<file path="src/rtl/flash_host_pkg.sv">
`default_nettype none
package flash_host_pkg;

    ////////////////////////////////////////////////////////////////////////
    // Timing
    localparam int CLK_PERIOD_NS    = 8;
    localparam int WE_LOW_NS        = 40;
    localparam int WE_LOW_CYC       =
        (WE_LOW_NS + CLK_PERIOD_NS - 1) / CLK_PERIOD_NS;
    localparam int RD_LOW_NS        = 80;
    localparam int RD_LOW_CYC       =
        (RD_LOW_NS + CLK_PERIOD_NS - 1) / CLK_PERIOD_NS;
    localparam int ACCEPT_WINDOW_NS = 50000;
    localparam int ACCEPT_CYC       = ACCEPT_WINDOW_NS / CLK_PERIOD_NS;

    ////////////////////////////////////////////////////////////////////////
    // Controller registers (byte offsets)
    localparam logic [7:0] REG_CTRL   = 8'h00;
    localparam logic [7:0] REG_ADDR   = 8'h04;
    localparam logic [7:0] REG_DATA   = 8'h08;
    localparam logic [7:0] REG_RDATA  = 8'h0C;
    localparam logic [7:0] REG_STATUS = 8'h10;
    localparam logic [7:0] REG_HWRST  = 8'h14;

    localparam int ST_BUSY_BIT   = 0;
    localparam int ST_LATE_BIT   = 1;
    localparam int ST_WINDOW_BIT = 2;
    localparam int ST_TOGGLE_BIT = 7;
    localparam int ST_HWRST_BIT  = 8;

    localparam logic [1:0] RESP_OKAY   = 2'h0;
    localparam logic [1:0] RESP_SLVERR = 2'h2;

    ////////////////////////////////////////////////////////////////////////
    // Flash command words
    localparam logic [21:0] ADDR_UNLOCK1 = 22'h000555;
    localparam logic [21:0] ADDR_UNLOCK2 = 22'h0002AA;
    localparam logic [21:0] ADDR_ANY     = 22'h000000;
    localparam logic [15:0] CMD_UNLOCK1  = 16'h00AA;
    localparam logic [15:0] CMD_UNLOCK2  = 16'h0055;
    localparam logic [15:0] CMD_SETUP    = 16'h0080;
    localparam logic [15:0] CMD_CONFIRM  = 16'h0030;
    localparam logic [15:0] CMD_SUSPEND  = 16'h00B0;
    localparam logic [15:0] CMD_RESET    = 16'h00F0;
    localparam logic [15:0] CMD_IDENT    = 16'h0090;
    localparam logic [15:0] CMD_SECURE   = 16'h0088;
    localparam logic [15:0] CMD_ZERO     = 16'h0000;
    localparam logic [15:0] CMD_BUFLOAD  = 16'h0025;
    localparam logic [15:0] CMD_BUFGO    = 16'h0029;
    localparam logic [15:0] CMD_BYPASS   = 16'h0020;
    localparam logic [15:0] CMD_PROGRAM  = 16'h00A0;

    typedef enum logic [4:0] {
        OP_READ      = 5'h00, OP_RESET     = 5'h01,
        OP_ERASE     = 5'h02, OP_ADD_SECT  = 5'h03,
        OP_SUSPEND   = 5'h04, OP_RESUME    = 5'h05,
        OP_IDENT     = 5'h06, OP_SEC_ENTER = 5'h07,
        OP_SEC_EXIT  = 5'h08, OP_BUF_START = 5'h09,
        OP_BUF_LOAD  = 5'h0A, OP_BUF_GO    = 5'h0B,
        OP_ABORT_RST = 5'h0C, OP_BYP_ENTER = 5'h0D,
        OP_BYP_PROG  = 5'h0E, OP_BYP_EXIT  = 5'h0F,
        OP_PROGRAM   = 5'h10
    } op_t;
    localparam logic [4:0] OP_LAST = 5'h10;

    typedef struct packed {
        logic [21:0] addr;
        logic [15:0] data;
    } bus_word_t;

    typedef struct packed {
        logic [21:0] addr;
        logic [15:0] dq_out;
        logic        dq_oe;
        logic        chip_select_n;
        logic        write_strobe_n;
        logic        output_enable_n;
        logic        reset_n;
        logic        width_select_n;
    } flash_pins_t;

endpackage
`default_nettype wire

</file>
<file path="src/rtl/flash_bus_cycle.sv">
`timescale 1ns/100ps
`default_nettype none
module flash_bus_cycle
    import flash_host_pkg::*;
(
    input  wire logic        aclk,
    input  wire logic        aresetn,
    input  wire logic        start,
    input  wire logic        is_write,
    input  wire bus_word_t   req,
    input  wire logic [15:0] dq_in,
    output logic             done,
    output logic [15:0]      rd_data,
    output flash_pins_t      pins
);

    typedef enum logic [1:0] {
        PH_IDLE   = 2'b00,
        PH_SETUP  = 2'b01,
        PH_STROBE = 2'b10,
        PH_HOLD   = 2'b11
    } phase_t;

    phase_t     ph_r;
    logic [3:0] cnt_r;
    logic       wr_r;

    wire [3:0] strobe_len = wr_r ? 4'(WE_LOW_CYC) : 4'(RD_LOW_CYC);
    wire       last       = (cnt_r == strobe_len - 4'h1);

    ////////////////////////////////////////////////////////////////////////
    // Address set up one cycle before the strobe falls
    always_ff @(posedge aclk) begin
        if (!aresetn) begin
            ph_r    <= PH_IDLE;
            cnt_r   <= 4'h0;
            wr_r    <= 1'b0;
            done    <= 1'b0;
            rd_data <= 16'h0000;
            pins    <= '{22'h000000, 16'h0000, 1'b0, 1'b1, 1'b1, 1'b1,
                         1'b1, 1'b1};
        end else begin
            done <= 1'b0;
            case (ph_r)
                PH_IDLE: if (start) begin
                    ph_r               <= PH_SETUP;
                    wr_r               <= is_write;
                    pins.addr          <= req.addr;
                    pins.dq_out        <= req.data;
                    pins.dq_oe         <= is_write;
                    pins.chip_select_n <= 1'b0;
                end
                PH_SETUP: begin
                    ph_r                 <= PH_STROBE;
                    cnt_r                <= 4'h0;
                    pins.write_strobe_n  <= ~wr_r;
                    pins.output_enable_n <= wr_r;
                end
                PH_STROBE: begin
                    cnt_r <= cnt_r + 4'h1;
                    if (last) begin
                        ph_r                 <= PH_HOLD;
                        pins.write_strobe_n  <= 1'b1;
                        pins.output_enable_n <= 1'b1;
                        if (!wr_r) rd_data <= dq_in;
                    end
                end
                PH_HOLD: begin
                    ph_r               <= PH_IDLE;
                    pins.chip_select_n <= 1'b1;
                    pins.dq_oe         <= 1'b0;
                    done               <= 1'b1;
                end
                default: ph_r <= PH_IDLE;
            endcase
        end
    end
endmodule
`default_nettype wire

</file>
<file path="src/rtl/flash_host_ctrl.sv">
`timescale 1ns/100ps
`default_nettype none
// Notes on behaviour
// - Sector erase is six writes, 80 then 30.
// - Host spaces added sectors under 50 us; a late add is still issued and only sets the late flag.
// - Hardware reset aborts erase; software must restart it.
// - Ident entry unlocks then 90; offset 02 protect.
// - Secure enter ends 88; exit 90 then 00.
// - Buffer write: 25, count, pairs, then 29.
// - Aborted buffer needs three-write F0 reset.
// - Bypass entry 20; then A0 plus pair.
// - Bypass exit is 90 then 00.
module flash_host_ctrl
    import flash_host_pkg::*;
#(
    parameter int ACCEPT_CYC_P = ACCEPT_CYC
)(
    input  wire logic        aclk,
    input  wire logic        aresetn,
    input  wire logic [7:0]  awaddr,
    input  wire logic        awvalid,
    output logic             awready,
    input  wire logic [31:0] wdata,
    input  wire logic [3:0]  wstrb,
    input  wire logic        wvalid,
    output logic             wready,
    output logic [1:0]       bresp,
    output logic             bvalid,
    input  wire logic        bready,
    input  wire logic [7:0]  araddr,
    input  wire logic        arvalid,
    output logic             arready,
    output logic [31:0]      rdata,
    output logic [1:0]       rresp,
    output logic             rvalid,
    input  wire logic        rready,
    input  wire logic [15:0] dq_in,
    output flash_pins_t      flash_o
);

    typedef enum logic [1:0] {
        ST_IDLE  = 2'b00,
        ST_ISSUE = 2'b01,
        ST_WAIT  = 2'b10
    } state_t;

    state_t      st_r;
    op_t         op_r;
    logic [2:0]  step_r;
    logic [21:0] addr_r;
    logic [15:0] data_r;
    logic [15:0] rd_r;
    logic        prev_tog_r;
    logic        late_r;
    logic        hwrst_r;
    logic [15:0] gap_r;
    logic [31:0] rmux;
    logic        eng_done;
    logic [15:0] eng_rd;
    bus_word_t   eng_req;
    flash_pins_t eng_pins;

    ////////////////////////////////////////////////////////////////////////
    // Command sequence tables
    function automatic logic [2:0] seq_len(op_t op);
        case (op)
            OP_ERASE:                                  return 3'd6;
            OP_IDENT, OP_SEC_ENTER, OP_ABORT_RST,
            OP_BYP_ENTER:                              return 3'd3;
            OP_SEC_EXIT, OP_BUF_START, OP_PROGRAM:     return 3'd4;
            OP_BYP_PROG, OP_BYP_EXIT:                  return 3'd2;
            default:                                   return 3'd1;
        endcase
    endfunction

    function automatic bus_word_t seq_word(op_t op, logic [2:0] s,
                                           logic [21:0] a,
                                           logic [15:0] d);
        logic unl;
        logic second;
        unl    = op inside {OP_ERASE, OP_IDENT, OP_SEC_ENTER, OP_SEC_EXIT,
                            OP_BUF_START, OP_ABORT_RST, OP_BYP_ENTER,
                            OP_PROGRAM};
        second = (op == OP_ERASE) && (s == 3'd3 || s == 3'd4);
        if (unl && (s == 3'd0 || (second && s == 3'd3)))
            return '{ADDR_UNLOCK1, CMD_UNLOCK1};
        if (unl && (s == 3'd1 || (second && s == 3'd4)))
            return '{ADDR_UNLOCK2, CMD_UNLOCK2};
        case (op)
            OP_READ:      return '{a, CMD_ZERO};
            OP_RESET:     return '{ADDR_ANY, CMD_RESET};
            OP_ERASE:     return (s == 3'd2) ? '{ADDR_UNLOCK1, CMD_SETUP}
                                             : '{a, CMD_CONFIRM};
            OP_ADD_SECT:  return '{a, CMD_CONFIRM};
            OP_SUSPEND:   return '{ADDR_ANY, CMD_SUSPEND};
            OP_RESUME:    return '{ADDR_ANY, CMD_CONFIRM};
            OP_IDENT:     return '{ADDR_UNLOCK1, CMD_IDENT};
            OP_SEC_ENTER: return '{ADDR_UNLOCK1, CMD_SECURE};
            OP_SEC_EXIT:  return (s == 3'd2) ? '{ADDR_UNLOCK1, CMD_IDENT}
                                             : '{ADDR_ANY, CMD_ZERO};
            OP_BUF_START: return (s == 3'd2) ? '{a, CMD_BUFLOAD}
                                             : '{a, d};
            OP_BUF_LOAD:  return '{a, d};
            OP_BUF_GO:    return '{a, CMD_BUFGO};
            OP_ABORT_RST: return '{ADDR_UNLOCK1, CMD_RESET};
            OP_BYP_ENTER: return '{ADDR_UNLOCK1, CMD_BYPASS};
            OP_BYP_PROG:  return (s == 3'd0) ? '{ADDR_ANY, CMD_PROGRAM}
                                             : '{a, d};
            OP_BYP_EXIT:  return (s == 3'd0) ? '{ADDR_ANY, CMD_IDENT}
                                             : '{ADDR_ANY, CMD_ZERO};
            OP_PROGRAM:   return (s == 3'd2) ? '{ADDR_UNLOCK1, CMD_PROGRAM}
                                             : '{a, d};
            default:      return '{ADDR_ANY, CMD_RESET};
        endcase
    endfunction

    ////////////////////////////////////////////////////////////////////////
    // Register bus decode
    wire wr_go    = awvalid && wvalid && !bvalid;
    wire wr_lane  = wr_go && wstrb[0];
    wire wr_ctrl  = (awaddr == REG_CTRL);
    wire wr_addr  = (awaddr == REG_ADDR);
    wire wr_data  = (awaddr == REG_DATA);
    wire wr_stat  = (awaddr == REG_STATUS);
    wire wr_hwrst = (awaddr == REG_HWRST);
    wire wr_map   = wr_ctrl || wr_addr || wr_data || wr_stat || wr_hwrst
                    || (awaddr == REG_RDATA);
    wire rd_go    = arvalid && !rvalid;
    wire rd_map   = (araddr == REG_CTRL) || (araddr == REG_ADDR)
                    || (araddr == REG_DATA) || (araddr == REG_RDATA)
                    || (araddr == REG_STATUS) || (araddr == REG_HWRST);

    assign awready = wr_go;
    assign wready  = wr_go;
    assign arready = rd_go;

    // Start refused while busy, in hardware reset or with unknown op
    wire go = wr_lane && wr_ctrl && st_r == ST_IDLE && !hwrst_r
              && wdata[4:0] <= OP_LAST;
    wire window_open = !hwrst_r && gap_r < 16'(ACCEPT_CYC_P);
    wire late_set    = go && op_t'(wdata[4:0]) == OP_ADD_SECT
                       && !window_open;
    wire last_step   = step_r == seq_len(op_r) - 3'd1;
    wire confirm_wr  = eng_done && (op_r == OP_ADD_SECT
                       || (op_r == OP_ERASE && last_step));
    wire [15:0] status = {7'h00, hwrst_r, rd_r[6] ^ prev_tog_r,
                          rd_r[2], rd_r[6], rd_r[7], rd_r[3],
                          window_open, late_r, st_r != ST_IDLE};

    always_comb begin
        if (araddr == REG_CTRL)
            rmux = {27'h0000000, op_r};
        else if (araddr == REG_ADDR)
            rmux = {10'h000, addr_r};
        else if (araddr == REG_DATA)
            rmux = {16'h0000, data_r};
        else if (araddr == REG_RDATA)
            rmux = {16'h0000, rd_r};
        else if (araddr == REG_STATUS)
            rmux = {16'h0000, status};
        else if (araddr == REG_HWRST)
            rmux = {31'h00000000, hwrst_r};
        else
            rmux = 32'h00000000;
    end

    always_ff @(posedge aclk) begin
        if (!aresetn) begin
            bvalid <= 1'b0;
            bresp  <= RESP_OKAY;
        end else if (wr_go) begin
            bvalid <= 1'b1;
            bresp  <= wr_map ? RESP_OKAY : RESP_SLVERR;
        end else if (bready) begin
            bvalid <= 1'b0;
        end
    end

    always_ff @(posedge aclk) begin
        if (!aresetn) begin
            rvalid <= 1'b0;
            rdata  <= 32'h00000000;
            rresp  <= RESP_OKAY;
        end else if (rd_go) begin
            rvalid <= 1'b1;
            rdata  <= rmux;
            rresp  <= rd_map ? RESP_OKAY : RESP_SLVERR;
        end else if (rready) begin
            rvalid <= 1'b0;
        end
    end

    ////////////////////////////////////////////////////////////////////////
    // Software registers
    always_ff @(posedge aclk) begin
        if (!aresetn) begin
            addr_r  <= 22'h000000;
            data_r  <= 16'h0000;
            hwrst_r <= 1'b0;
            late_r  <= 1'b0;
        end else begin
            if (wr_lane && wr_addr) addr_r <= wdata[21:0];
            if (wr_lane && wr_data) data_r <= wdata[15:0];
            if (wr_lane && wr_hwrst) hwrst_r <= wdata[0];
            if (late_set)
                late_r <= 1'b1;
            else if (wr_lane && wr_stat && wdata[ST_LATE_BIT])
                late_r <= 1'b0;
        end
    end

    // Time since the last erase confirm write
    always_ff @(posedge aclk) begin
        if (!aresetn || hwrst_r)
            gap_r <= 16'hFFFF;
        else if (confirm_wr)
            gap_r <= 16'h0000;
        else if (eng_done && op_r == OP_SUSPEND)
            gap_r <= 16'hFFFF;
        else if (gap_r != 16'hFFFF)
            gap_r <= gap_r + 16'h0001;
    end

    ////////////////////////////////////////////////////////////////////////
    // Sequencer: one bus cycle per step
    always_ff @(posedge aclk) begin
        if (!aresetn) begin
            st_r       <= ST_IDLE;
            op_r       <= OP_READ;
            step_r     <= 3'd0;
            rd_r       <= 16'h0000;
            prev_tog_r <= 1'b0;
        end else begin
            case (st_r)
                ST_IDLE: if (go) begin
                    st_r   <= ST_ISSUE;
                    op_r   <= op_t'(wdata[4:0]);
                    step_r <= 3'd0;
                end
                ST_ISSUE: st_r <= ST_WAIT;
                ST_WAIT: if (eng_done) begin
                    if (op_r == OP_READ) begin
                        rd_r       <= eng_rd;
                        prev_tog_r <= rd_r[6];
                    end
                    if (last_step) begin
                        st_r <= ST_IDLE;
                    end else begin
                        st_r   <= ST_ISSUE;
                        step_r <= step_r + 3'd1;
                    end
                end
                default: st_r <= ST_IDLE;
            endcase
        end
    end

    assign eng_req = seq_word(op_r, step_r, addr_r, data_r);

    flash_bus_cycle u_bus (
        .aclk     (aclk),
        .aresetn  (aresetn),
        .start    (st_r == ST_ISSUE),
        .is_write (op_r != OP_READ),
        .req      (eng_req),
        .dq_in    (dq_in),
        .done     (eng_done),
        .rd_data  (eng_rd),
        .pins     (eng_pins)
    );

    always_comb begin
        flash_o                = eng_pins;
        flash_o.reset_n        = ~hwrst_r;
        flash_o.width_select_n = 1'b1;
    end

    logic we_prev_r;
    always_ff @(posedge aclk) we_prev_r <= !aresetn || flash_o.write_strobe_n;
    wire  we_fall = we_prev_r && !flash_o.write_strobe_n;
endmodule
`default_nettype wire

</file>
<file path="config.mk">
export PLATFORM = sky130hd
export DESIGN_NAME = flash_host_ctrl
export DESIGN_NICKNAME = d
export VERILOG_FILES = /design/src/rtl/flash_host_pkg.sv /design/src/rtl/flash_bus_cycle.sv /design/src/rtl/flash_host_ctrl.sv
export SDC_FILE = /design/constraint.sdc
export NUM_CORES = 1
export LEC_CHECK = 0
export BUFFER_PORTS_ARGS = -buffer_cell sky130_fd_sc_hd__clkbuf_2
export CORE_MARGIN = 2
export CORE_UTILIZATION = 35
export DETAILED_ROUTE_END_ITERATION = 7
export PLACE_DENSITY = 0.52
export SYNTH_ARGS = -nofsm -noshare
export SYNTH_HDL_FRONTEND = slang
export SYNTH_SLANG_ARGS = --single-unit
</file>
<file path="constraint.sdc">
create_clock -name aclk -period 6.6 [get_ports aclk]
set_input_delay 1.32 -clock aclk [delete_from_list [all_inputs] [get_ports aclk]]
set_output_delay 1.32 -clock aclk [all_outputs]
set_load 0.05 [all_outputs]
</file>
Word level (Yosys, flattened, before mapping) --
Memories as Yosys holds them, arrays and structs flattened. A register that Yosys moved wholly into a read port is not among the register bits. Cells that the tools add are included.
Operators by class: bitwise logic cells 3, muxes and demuxes 50, equal/unequal tests 43, reduce and logical (&&, ||, !) cells 69, add/subtract/negate cells 5, order comparisons 2
Operators by type and width (count):
- 38-bit one-hot mux with 16 select lines | 1
- 38-bit two-way mux | 7
- 16-bit two-way mux | 6
- 22-bit two-way mux | 2
- 5-bit by 4-bit equality test with 1-bit output, second input constant | 8
- 8-bit by 4-bit equality test with 1-bit output, second input constant | 4
- 8-bit by 5-bit equality test with 1-bit output, second input constant | 4
- 27-bit two-way mux | 1
- 1-bit logical AND | 24
- 5-bit by 3-bit equality test with 1-bit output, second input constant | 4
- 16-bit by 1-bit adder with 16-bit output, second input constant | 1
- 8-bit by 3-bit equality test with 1-bit output, second input constant | 2
- 8-bit logical NOT | 2
- 16-bit by 13-bit < comparator with 1-bit output, second input constant | 1
- 16-bit inequality test, second input constant | 1
- 5-bit by 2-bit equality test with 1-bit output, second input constant | 3
- 1-bit logical OR | 15
- 2-bit two-way mux | 7
- 2-bit nonzero test | 7
- 1-bit two-way mux | 12
- 2-bit AND reduction | 6
- 5-bit two-way mux | 2
- 3-bit two-way mux | 3
- 9-bit two-way mux | 1
- 33 further kinds | 48
Word-level totals: register bits after elaboration 187, memories 1, word-level logic and storage cells 199, output and inout bits 85, bits of input ports 75, bits in read-only memories 96
Memories:
- (name not given) | words 32, width 3, rd ports 1, clocked after Yosys merged registers in 1, write ports 0, line flash_host_ctrl.sv:66 | case (op)

Depth between registers and ports, before layout --
depth after elaboration 10, mapped depth 10, gate-level depth less buffers 8

Modules after synthesis --
Synthesis repeated with hierarchy kept, for this count alone.
Unflattened totals: cell total of the unflattened synthesis 1104, area, all modules 9003.6 µm²
By module, submodules not included:
- flash_host_ctrl | seq. area each 2242.2 µm², cells an instance 785, times used 1, area each 6236.0 µm²
- flash_bus_cycle | seq. area each 1321.3 µm², cells an instance 319, times used 1, area each 2767.7 µm²

Least setup slack after synthesis --
Ideal clock, no wire load.
path kind input port to output port, from in arvalid, to out arready, path slack 2.928 ns, path buffers 2, required time 5.280 ns, cell stages on the path 4, arrival 2.352 ns, path through nand2b_1 -> inv_1 -> clkbuf_1 -> buf_1
Between the ends: longest elaborated chain between the ends 1
RTL lines:
- start: declaration | line flash_host_ctrl.sv:31 | input wire logic arvalid,
- 1-bit logical AND | line flash_host_ctrl.sv:128 | wire rd_go = arvalid && !rvalid;
- end: declaration | line flash_host_ctrl.sv:32 | output logic arready,
Every way passes these cells.

Worst setup path in the final report --
Ends and elaborated chain as after synthesis.

==> qor.csv <==
stage,metric,value,unit
run_status,status,finished clean,
setup_path,reg2reg_slack,3.36,ns
setup_path,crit_type,in2out,
yosys,synth.avg_cell_area,8.59,um2
sta,whs,0.450,ns
clocking,cts_buffers,17,
clocking,htree_levels,4,
global_routing,grt_overflow,0,
sta,setup_ws,2.99,ns
sta,max_slew_margin,0.209,
floorplan,die_h,159,um
global_routing,grt_pass1_vias,6868,
route,drc,0,
setup_path,critical_path_required,5.28,ns
setup_path,crit_path_start_kind,input port,
sta,rsz0062_at_grt,no,
sta,fin_setup_tns,0,ns
layout,final_cells,1406,
setup_path,path_buf_inv,4,
setup_path,crit_path_start,arvalid,
place,dp.cells,1374,
pwr,cellLeakagePower,0.00385,uW
clocking,clkSlewWorstSetupHoldPaths,0.07,ns
place,hpwlAfterDp,18000,um
sta,period_minus_slack,3.61,ns
yosys,netlist_area,8460,um2
floorplan,ioPinCount,160,
clocking,cts_setup_buffers,0,
sta,max_slew.worst_pin.slew,1.18,ns
sta,finalHoldViolations,0,
pwr,clkPwrFrac,0.431,
pwr,power.density,260,nW/um2
pwr,comb_power_share,0.125,
setup_path,cp_common_cell,clkbuf_2,
run,cap_violations,0,
route,vias,7437,
pwr,irDropWorstVdd,142,uV
setup_path,cpLargestDelayFamily,buffers and inverters,
layout,diodes,0,
yosys,ys_warn_count,0,
setup_path,slowest_stage,clkbuf_2,
yosys,synthArstFlopShare,0,
floorplan,dieArea,25400,um2
pwr,switching_share,0.275,
setup_path,crit_cells,5,
setup_path,crit_path_end,arready,
layout,layout_common_cells,"178 x dfxtp_1, 143 x nand2_1, 133 x clkbuf_2",
floorplan,die_w,159,um
clocking,clock_latency,0.43,ns
layout,final_common_cell,dfxtp_1,
global_routing,grt_antenna_before_repair,0,
yosys,syn_inst,985,
sta,max_freq,277,MHz
clocking,hold_buffers,0,
floorplan,coreArea,23600,um2
global_routing,track_usage,0.198,
floorplan,start_util,0.358,
sta,fin_skew,0.0131,ns
yosys,synth-seq-cells,178,
sta,maxSlewViolCount,0,
layout,nNetsFinal,1162,
yosys,synth.distinct_cells,77,
clocking,cts_tree,yes,
pwr,p_switching,706,uW
clocking,cts_root_buffer,clkbuf_16,
pwr,seq_power_share,0.444,
layout,area_growth,16.7,%
min_path,hp-class,reg2reg,
setup_path,worstReg2RegStart,u_bus.ph_r[0],
setup_path,path_max_fanout,14,
route,drt_first_pass_iters,6,
setup_path,reg2reg_depth,7,
route,routed_wl,25600,um
global_routing,grt_max_degree,53,
global_routing,grt_pass1_wl,39600,um
setup_path,crit_arrival,2.29,ns
route,via_per_inst,5.29,
place,dp_slack,2.67,ns
floorplan,std_cell_rows,56,
layout,multiInputGateArea,4440,um2
pwr,p_int,1860,uW
route,drtIter0Drc,599,
layout,fillCellCount,2490,
route,final_antenna_net_count,0,
yosys,synth-edff-count,0,
layout,register_area,3560,um2
place,globalplace.congestion,0.880,
sta,setup_viol,0,
setup_path,end_kind,output pin,
setup_path,r2r_end,u_bus.pins[42],
yosys,yosysSeqAreaShare,0.421,
sta,period_share,0.546,
yosys,synth_flop_cell,dfxtp_1,
clocking,cts_resized,0,
setup_path,cpPeakStageDelay,0.31,ns
layout,drive_above_1_share,0.194,
place,io_buffer_count,133,
route,wl_per_cell,18.2,um
clocking,cts.sinks,178,
clocking,clockBufferDepth,2,
setup_path,cp_cell_sequence,"clkbuf_2, nand2b_1, inv_1, buf_4, clkbuf_2",
==> power groups by stage <==
stage	sequential, uW	clock, uW	combinational [uW]
detailed placement	1160	0	322
finish	1140	1110	321
global placement	1160	0	316
floorplan	1170	0	241
global route	1140	1170	359
CTS	1140	1130	323
==> registers in the layout (all words and copies together), names as in the netlist, 2 cells and up, named ones only <==
name and flops:
addr_r 22, data_r 16, gap_r 16, op_r 5
rd_r 16, rdata 22, st_r 2, step_r 3
u_bus.cnt_r 4, u_bus.ph_r 2, u_bus.pins 42, u_bus.rd_data 16
==> synthesized netlist by cell type, drive strengths merged (4+ instances only) <==
library cell / count / area (um2)
or3: 8 / 50.1
nand2: 144 / 543
xnor2: 13 / 114
buf: 41 / 251
ha: 13 / 163
nand3b: 8 / 60.1
o21bai: 4 / 30.0
and3: 11 / 68.8
o211ai: 5 / 37.5
nand3: 31 / 155
o31a: 5 / 43.8
mux2i: 37 / 370
a31oi: 11 / 68.8
nand4: 5 / 31.3
clkbuf: 43 / 161
nor3b: 6 / 67.6
xor2: 8 / 70.1
nor3: 17 / 95.1
a22oi: 5 / 37.5
a311oi: 8 / 70.1
a21o: 4 / 30.0
a211oi: 11 / 87.6
nor4: 8 / 71.3
inv: 23 / 86.3
dfxtp: 178 / 3560
mux2: 12 / 135
nor2b: 9 / 56.3
o21ai: 23 / 115
or4: 4 / 33.8
nor2: 77 / 289
a22o: 23 / 201
nand2b: 11 / 68.8
and2: 9 / 56.3
a32o: 11 / 110
a21oi: 109 / 557
==> metal layers <==
metal | track usage | part of all wire | wire, um | vias up
li1 | - | - | - | 3658
met1 | 0.268 | 0.46 | 11700 | 3534
met2 | 0.311 | 0.45 | 11600 | 217
met3 | 0.0521 | 0.072 | 1850 | 28
met4 | 0.0579 | 0.017 | 445 | 0
met5 | 0 | 0 | 0 | -
==> kinds of logic (layout without fill, tap and decap cells) <==
family	after synthesis	count (layout)	synth area share
AO/OA/AOI/OAI	252	252	0.202
XOR/XNOR	22	22	0.0246
adder cells (fa/ha/maj)	13	13	0.0192
buffers and inverters	107	198	0.0590
flip-flops	178	178	0.421
multiplexers	51	51	0.0651
other	2	13	0.000888
AND/OR/NAND/NOR	360	360	0.208
==> worst min path at each step <==
stage | from | end | cells past startpoint
floorplan | data_r[2] | data_r[2] | 2
global placement | rdata[13] | rdata[13] | 2
detailed placement | rdata[13] | rdata[13] | 2
CTS | rdata[19] | rdata[19] | 2
global route | rdata[19] | rdata[19] | 2
finish | rdata[19] | rdata[19] | 2
==> metrics by stage <==
step                       util  instance area (um2)  total power (uW)
after floorplan               -                 8500              1410
after global placement    0.391                 9230              1480
after detailed placement  0.391                 9230              1490
after CTS                 0.418                 9870              2590
after global routing      0.418                 9870              2670
final                     0.418                 9870              2570
==> cell type report <==
cell class	count	share of cell area
Tap cell	319	0.0404
Timing Repair Buffer	143	0.0750
Multi-Input combinational cell	711	0.450
Inverter	23	0.00887
Clock inverter	13	0.0190
Sequential cell	178	0.361
Clock buffer	19	0.0459
==> worst register-to-register path, delay by kind of cell (launching register included) <==
family	cells	cell delay, ns
simple gates	1	0.60
compound gates	4	1.94
buf+inv	1	0.10
fa+ha+maj	1	0.22
flops	1	0.33
Note: power is estimated with default switching activity, not from simulation.
